`config.mk`:
```
export PLATFORM = sky130hd
export DESIGN_NAME = acc_top
export DESIGN_NICKNAME = d
export VERILOG_FILES = /design/src/acc_pkg.sv /design/src/acc_top.sv
export SDC_FILE = /design/constraint.sdc
export NUM_CORES = 1
export LEC_CHECK = 0
export BUFFER_PORTS_ARGS = -buffer_cell sky130_fd_sc_hd__buf_2
export CORE_ASPECT_RATIO = 0.7
export CORE_MARGIN = 4
export CORE_UTILIZATION = 46
export CTS_CLUSTER_SIZE = 30
export DETAILED_ROUTE_END_ITERATION = 6
export PLACE_DENSITY_LB_ADDON = 0.3
export SYNTH_ARGS = -nofsm -noshare
export SYNTH_HDL_FRONTEND = slang
export SYNTH_SLANG_ARGS = --single-unit
```
`constraint.sdc`:
```
create_clock -name clk_i -period 2.84 [get_ports clk_i]
set_clock_uncertainty 0.05 [all_clocks]
set_input_delay 0.852 -clock clk_i [delete_from_list [all_inputs] [get_ports clk_i]]
set_output_delay 0.852 -clock clk_i [all_outputs]
set_load 0.01 [all_outputs]
```
`src/acc_pkg.sv`:
```
// Overview of operation
// - Each conversion yields 12-bit result, read-only
// - Justify zero: high=D11..4, low=D3..0 upper
// - Justify one: high=D11..8 low nibble, low=D7..0
// - Enable low clears both result registers
// - Enable low switches converter off
// - Start rising resets converter, clears busy
// - Start falling after rise begins conversion, busy
// - Busy clears when result registers updated
// - Busy flag read-only, writes ignored
// - Source 000 or 100 converts external channel
// - Channel codes 000..111 map to inputs 0..7
// - Source 001/010/011 selects supply, half, quarter
// - Internal source disconnects external channel input
// - Clock select divides system clock by 2^code
// - Pin function bit claims pin as analog
// - Analog pin disables its pull-high resistor
// - Unimplemented control bits read zero
// - Completion raises converter interrupt request flag
package acc_pkg;
  // Register word offsets (byte addresses)
  localparam logic [4:0] ACC_OFS_RES_LOW = 5'h00;
  localparam logic [4:0] ACC_OFS_RES_HIGH = 5'h04;
  localparam logic [4:0] ACC_OFS_START_CH = 5'h08;
  localparam logic [4:0] ACC_OFS_SRC_CLK = 5'h0C;
  localparam logic [4:0] ACC_OFS_REF = 5'h10;
  localparam logic [4:0] ACC_OFS_PIN_SEL = 5'h14;
  // Control field positions
  localparam int ACC_BIT_START = 7;
  localparam int ACC_BIT_BUSY = 6;
  localparam int ACC_BIT_EN = 5;
  localparam int ACC_BIT_JUST = 4;
  // Reset values
  localparam logic [7:0] ACC_RST_START_CH = 8'h00;
  localparam logic [7:0] ACC_RST_SRC_CLK = 8'h00;
  localparam logic [7:0] ACC_RST_REF = 8'h00;
  localparam logic [7:0] ACC_RST_PIN_SEL = 8'hFF;
  // Writable masks (unimplemented bits read zero)
  localparam logic [7:0] ACC_MASK_START_CH = 8'hB7;
  localparam logic [7:0] ACC_MASK_SRC_CLK = 8'hE7;
  // Conversion length in converter clocks
  localparam logic [4:0] ACC_CONV_CLKS = 5'h10;
  // Input source codes
  typedef enum logic [2:0] {
    ACC_SRC_EXT = 3'b000,
    ACC_SRC_VDD = 3'b001,
    ACC_SRC_VDD2 = 3'b010,
    ACC_SRC_VDD4 = 3'b011,
    ACC_SRC_EXT2 = 3'b100
  } acc_src_e;
  typedef enum logic [1:0] {
    ACC_ST_IDLE = 2'b00,
    ACC_ST_ARMED = 2'b01,
    ACC_ST_CONV = 2'b10
  } acc_state_e;
endpackage : acc_pkg

```
`src/acc_top.sv`:
```
`timescale 1ns/1ns
module acc_top (
  input wire logic clk_i,
  input wire logic rst_i,
  input wire logic wb_cyc_i,
  input wire logic wb_stb_i,
  input wire logic wb_we_i,
  input wire logic [4:0] wb_adr_i,
  input wire logic [3:0] wb_sel_i,
  input wire logic [31:0] wb_dat_i,
  output logic [31:0] wb_dat_o,
  output logic wb_ack_o,
  input wire logic [11:0] sample_data_i,
  output logic [7:0] external_analog_inputs_o,
  output logic [1:0] internal_ratio_o,
  output logic internal_sel_o,
  output logic conv_power_o,
  output logic sample_strobe_o,
  output logic [7:0] pin_analog_o,
  output logic [7:0] pullhigh_disable_o,
  output logic [7:0] ref_ctrl_o,
  output logic conv_irq_flag_o
);
  import acc_pkg::*;

  logic [7:0] start_ch_r, start_ch_nxt;
  logic [7:0] src_clk_r, src_clk_nxt;
  logic [7:0] ref_r, ref_nxt;
  logic [7:0] pin_sel_r, pin_sel_nxt;
  logic [11:0] result_r, result_nxt;
  logic busy_r, busy_nxt;
  logic irq_r, irq_nxt;
  logic samp_r, samp_nxt;
  logic ack_r, ack_nxt;
  logic [31:0] rdat_r, rdat_nxt;
  logic [6:0] div_r, div_nxt;
  logic [4:0] cnt_r, cnt_nxt;
  acc_state_e state_r, state_nxt;
  logic wr_en, rd_en, start_new, tick, en;
  logic [2:0] src;

  // Divider terminal: count reaches 2^code - 1
  function automatic logic div_done(input logic [6:0] cnt, input logic [2:0] code);
    logic [7:0] lim;
    lim = (8'h01 << code) - 8'h01;
    div_done = ({1'b0, cnt} >= lim);
  endfunction : div_done

  // Result formatting per justify bit
  function automatic logic [15:0] fmt(input logic [11:0] d, input logic j);
    fmt = j ? {4'h0, d} : {d, 4'h0};
  endfunction : fmt

  assign wr_en = wb_cyc_i && wb_stb_i && wb_we_i && !ack_r && wb_sel_i[0];
  assign rd_en = wb_cyc_i && wb_stb_i && !ack_r;
  assign en = start_ch_r[ACC_BIT_EN];
  assign src = src_clk_r[7:5];
  assign start_new = wr_en && (wb_adr_i == ACC_OFS_START_CH);

  // Register writes
  always_comb begin
    start_ch_nxt = start_ch_r;
    src_clk_nxt = src_clk_r;
    ref_nxt = ref_r;
    pin_sel_nxt = pin_sel_r;
    if (wr_en) begin
      unique case (wb_adr_i)
        ACC_OFS_START_CH: start_ch_nxt = wb_dat_i[7:0] & ACC_MASK_START_CH;
        ACC_OFS_SRC_CLK: src_clk_nxt = wb_dat_i[7:0] & ACC_MASK_SRC_CLK;
        ACC_OFS_REF: ref_nxt = wb_dat_i[7:0];
        ACC_OFS_PIN_SEL: pin_sel_nxt = wb_dat_i[7:0];
        default: ;
      endcase
    end
  end

  always_ff @(posedge clk_i) begin
    if (rst_i) begin
      start_ch_r <= ACC_RST_START_CH;
      src_clk_r <= ACC_RST_SRC_CLK;
      ref_r <= ACC_RST_REF;
      pin_sel_r <= ACC_RST_PIN_SEL;
    end else begin
      start_ch_r <= start_ch_nxt;
      src_clk_r <= src_clk_nxt;
      ref_r <= ref_nxt;
      pin_sel_r <= pin_sel_nxt;
    end
  end

  // Bus answer: ack one cycle after request
  always_comb begin
    logic [15:0] f;
    f = fmt(result_r, start_ch_r[ACC_BIT_JUST]);
    ack_nxt = rd_en;
    rdat_nxt = 32'h0000_0000;
    if (rd_en) begin
      unique case (wb_adr_i)
        ACC_OFS_RES_LOW: rdat_nxt = {24'h000000, f[7:0]};
        ACC_OFS_RES_HIGH: rdat_nxt = {24'h000000, f[15:8]};
        ACC_OFS_START_CH: rdat_nxt = {24'h000000, start_ch_r[7], busy_r, start_ch_r[5:0]};
        ACC_OFS_SRC_CLK: rdat_nxt = {24'h000000, src_clk_r};
        ACC_OFS_REF: rdat_nxt = {24'h000000, ref_r};
        ACC_OFS_PIN_SEL: rdat_nxt = {24'h000000, pin_sel_r};
        default: rdat_nxt = 32'h0000_0000;
      endcase
    end
  end

  always_ff @(posedge clk_i) begin
    if (rst_i) begin
      ack_r <= 1'b0;
      rdat_r <= 32'h0000_0000;
    end else begin
      ack_r <= ack_nxt;
      rdat_r <= rdat_nxt;
    end
  end

  // Conversion sequencer
  always_comb begin
    state_nxt = state_r;
    busy_nxt = busy_r;
    result_nxt = result_r;
    div_nxt = div_r;
    cnt_nxt = cnt_r;
    irq_nxt = 1'b0;
    samp_nxt = 1'b0;
    tick = div_done(div_r, src_clk_r[2:0]);
    if (state_r == ACC_ST_CONV) begin
      div_nxt = tick ? 7'h00 : div_r + 7'h01;
    end
    if (!en) begin
      state_nxt = ACC_ST_IDLE;
      busy_nxt = 1'b0;
      result_nxt = 12'h000;
    end else if (start_new && wb_dat_i[ACC_BIT_START] && !start_ch_r[ACC_BIT_START]) begin
      state_nxt = ACC_ST_ARMED;
      busy_nxt = 1'b0;
    end else if (start_new && !wb_dat_i[ACC_BIT_START] && start_ch_r[ACC_BIT_START]
                 && state_r == ACC_ST_ARMED) begin
      state_nxt = ACC_ST_CONV;
      busy_nxt = 1'b1;
      div_nxt = 7'h00;
      cnt_nxt = 5'h00;
    end else if (state_r == ACC_ST_CONV && tick) begin
      if (cnt_r == ACC_CONV_CLKS - 5'h01) begin
        state_nxt = ACC_ST_IDLE;
        busy_nxt = 1'b0;
        result_nxt = sample_data_i;
        irq_nxt = 1'b1;
      end else begin
        cnt_nxt = cnt_r + 5'h01;
        if (cnt_r == 5'h00) begin
          samp_nxt = 1'b1;
        end
      end
    end
  end

  always_ff @(posedge clk_i) begin
    if (rst_i) begin
      state_r <= ACC_ST_IDLE;
      busy_r <= 1'b0;
      result_r <= 12'h000;
      div_r <= 7'h00;
      cnt_r <= 5'h00;
      irq_r <= 1'b0;
      samp_r <= 1'b0;
    end else begin
      state_r <= state_nxt;
      busy_r <= busy_nxt;
      result_r <= result_nxt;
      div_r <= div_nxt;
      cnt_r <= cnt_nxt;
      irq_r <= irq_nxt;
      samp_r <= samp_nxt;
    end
  end

  // Input routing and pin control
  always_comb begin
    logic ext;
    ext = (src == ACC_SRC_EXT) || (src == ACC_SRC_EXT2);
    external_analog_inputs_o = 8'h00;
    if (ext && en) begin
      external_analog_inputs_o = 8'h01 << start_ch_r[2:0];
    end
    internal_sel_o = !ext && en;
    internal_ratio_o = src[1:0] - 2'h1;
  end

  assign pin_analog_o = pin_sel_r;
  assign pullhigh_disable_o = pin_sel_r;
  assign conv_power_o = en;
  assign sample_strobe_o = samp_r;
  assign ref_ctrl_o = ref_r;
  assign conv_irq_flag_o = irq_r;
  assign wb_ack_o = ack_r;
  assign wb_dat_o = rdat_r;
endmodule : acc_top

```
==> impl_metrics.csv <==
group,metric,value,unit
status,status,"finished, final reports clean",
floorplanning,die_height,83.3,um
sta,drv_slew,0,
finish,multi_input_area,0.00215,mm^2
routing,ant_nets,0,
floorplanning,start_util,0.473,
critical_path,slowest_delay,0.41,ns
power_and_ir_drop,net-switching-power,488,uW
logic_synthesis,synth_top_cells_by_count,"dfxtp_1, nand2_1, nor2_1, mux2i_1, buf_4",
power_and_ir_drop,p_leak,0.00179,uW
logic_synthesis,synth_top_cell_by_area,"dfxtp_1",
finish,area_delta_synth_final,23.1,%
routing,drt_iter0_drc,258,
power_and_ir_drop,seq_power_share,0.393,
routing,via_count,3336,
logic_synthesis,synth_edf_count,0,
clock_network,clk_pin_slew,0.05,ns
finish,fillers,704,
floorplanning,die-area,0.00962,mm^2
sta,finalHoldWorstSlack,0.416,ns
logic_synthesis,async_flop_share,0,
clock_network,clockBufferDepth,2,
critical_path,start_kind,"register",
routing,wl_per_cell,15.2,um
clock_network,cts_root_buf,"clkbuf_16",
routing,routed_wirelength,9.55,mm
floorplanning,die-width,116,um
global_route,grt_pass1_wl,15.1,mm
sta,hold_viol,0,
sta,clock.fmax,365,MHz
routing,vias_per_cell,5.31,
routing,drc,0,
critical_path,crit_chain,"or3_1 > ha_2 > nor3_1 > a21o_1 > a21oi_1 > ha_1 > a21o_1 > a21oi_2 > o32a_1 > a21o_1 > mux2_4",
power_and_ir_drop,switching_share,0.210,
logic_synthesis,synth.ff_latch_count,65,
sta,fin_setup_tns,0,ns
placed_design,io_buffers,77,
sta,slew-limit-headroom,0.636,
critical_path,slowest_stage,"or3_1",
global_route,antenna_found_initial,0,
floorplanning,core_area,0.00787,mm^2
finish,utilization,0.582,
power_and_ir_drop,ir_drop,377,uV
logic_synthesis,syn-cell-area,0.00372,mm^2
placed_design,dp_hpwl,7.17,mm
critical_path,r2r-start,"src_clk_r[2]",
critical_path,path_common_cell,"a21o_1",
logic_synthesis,synth.most_common_cell,"dfxtp_1",
critical_path,cp.arrival,2.91,ns
global_route,overflow,0,
sta,worst_slew_pin_slew,0.546,ns
logic_synthesis,avgSynthCellArea,8.40,um^2
logic_synthesis,ys.flop_type,"dfxtp_1",
clock_network,htreeDepth,3,
sta,fin_crit,2.74,ns
placed_design,place.gp.congestion,0.884,
floorplanning,rows,27,
sta,finalCritPeriodShare,0.965,
critical_path,crit_start,"src_clk_r[2]",
power_and_ir_drop,power_density,507,mW/mm^2
finish,drive_gt1_frac,0.268,
critical_path,r2r_end,"cnt_r[0]",
logic_synthesis,synth_cells,443,
floorplanning,io_pins,129,
finish,nets,593,
finish,diodes,0,
global_route,grt_max_degree,40,
power_and_ir_drop,p_clk_frac,0.558,
hold_path,hp-class,"register to register",
global_route,grt_use_total,0.197,
critical_path,reg2reg_slack,0.1,ns
clock_network,cts_inserted_buffers,9,
logic_synthesis,yosys_warnings,0,
logic_synthesis,seq_area_frac_synth,0.350,
critical_path,critPathCapture,"cnt_r[0]",
finish,seqCellArea,0.00130,mm^2
clock_network,insertion_delay,0.33,ns
clock_network,cts_tree,"yes",
critical_path,critPathKind,"register to register",
logic_synthesis,synth.top_cell.area_share,0.350,
run,maxCapViolCount,0,
critical_path,reg2reg_depth,11,
logic_synthesis,synth_cell_types,58,
critical_path,path_max_fanout,6,
logic_synthesis,synth_area_leaders,"dfxtp_1, mux2i_1, buf_4",
global_route,grt_pass1_vias,2949,
routing,drtPass1Iterations,5,
critical_path,crit_required,3.00,ns
critical_path,cp-end-kind,"register",
clock_network,cts.sinks,65,
sta,setup_viol,0,
power_and_ir_drop,p_int,1840,uW
power_and_ir_drop,p_comb_frac,0.049,
## power by group through the flow
stage | Combinational, uW | Clock [uW] | Sequential (uW)
after global placement | 108 | 0 | 934
after global routing | 123 | 1350 | 914
final | 114 | 1300 | 914
after floorplan | 86.6 | 0 | 935
after detailed placement | 110 | 0 | 934
after CTS | 111 | 1310 | 914
## layout by cell type (no fill, tap or decap), types with 4 or more instances in the layout
cell / Yosys / layout
a211o_1: 8 / 8
a211oi_1: 6 / 6
a21oi_1: 14 / 13
a221oi_1: 4 / 4
a22oi_1: 4 / 4
buf_2: 2 / 77
buf_4: 32 / 23
clkbuf_16: 0 / 10
conb_1: 1 / 24
dfxtp_1: 65 / 65
ha_1: 13 / 12
inv_1: 13 / 13
mux2_2: 6 / 6
mux2i_1: 37 / 37
nand2_1: 62 / 61
nand2b_1: 11 / 11
nand3_1: 8 / 8
nor2_1: 40 / 40
nor2b_1: 15 / 15
nor3_1: 11 / 10
o21ai_0: 9 / 8
or3_1: 4 / 4
xor2_1: 4 / 4
## flip-flops by register name, summed over array words and instances, names as in the netlist, 5 cells and up
signal	flops
pin_analog_o	8
div_r	7
start_ch_r	6
cnt_r	5
wb_dat_o	8
src_clk_r	6
result_r	12
ref_ctrl_o	8
## routing by layer
metal	global-route usage	wire (um)	up-vias
met1	0.293	4730	1537
li1	-	-	1648
met3	0.0583	936	12
met2	0.271	3760	139
met5	0	0	-
met4	0.0586	122	0
## kinds of logic after synthesis
group,count (synthesis),share of synthesized area
adders and majority gates,13,0.0437
DFF,65,0.350
other,1,0.00101
and+or+nand+nor,174,0.226
muxes,45,0.126
buffers and inverters,70,0.108
xor gates and xnor gates,6,0.0141
AOI/OAI and AO/OA,69,0.132
## layout make-up
class / instances / area share
Clock buffer: 10 / 0.0522
Clock inverter: 6 / 0.0251
Inverter: 13 / 0.0107
Multi-Input combinational cell: 331 / 0.469
Sequential cell: 65 / 0.284
Tap cell: 101 / 0.0276
Timing Repair Buffer: 102 / 0.132
## worst min path at each step
| stage | from | to | slack [ns] | cells past startpoint |
|---|---|---|---|---|
| 2_1_floorplan | result_r[0] | result_r[0] | 0.38 | 2 |
| 3_3_place_gp | result_r[8] | result_r[8] | 0.39 | 2 |
| 3_5_place_dp | result_r[0] | result_r[0] | 0.41 | 2 |
| 4_1_cts | result_r[0] | result_r[0] | 0.41 | 2 |
| 5_1_grt | result_r[7] | result_r[7] | 0.47 | 2 |
| 6_report | result_r[0] | result_r[0] | 0.42 | 2 |
## worst max-delay path, delay by kind of cell, from the launching register on
kind	cells	cell delay (ns)
AO/OA/AOI/OAI	6	1.00
AND/OR/NAND/NOR	2	0.55
adder cells (fa/ha/maj)	2	0.42
multiplexers	1	0.31
flip-flops	1	0.30
## through the flow
step / area (um^2) / worst slack [ns] / total power (uW) / instances
floorplan: 3820 / 0.0506 / 1020 / 466
CTS: 4510 / 0.00980 / 2340 / 626
global placement: 4160 / 0.0695 / 1040 / 610
finish: 4580 / 0.0980 / 2320 / 628
global route: 4580 / -0.00433 / 2390 / 628
detailed placement: 4160 / 0.0238 / 1040 / 610
## repair_timing
action	CTS	global route
hold buffers	0	0
setup endpoints to repair	0	23
setup buffers	0	1
resized for setup	0	8
No activity file was read; power rests on OpenSTA's default activity.
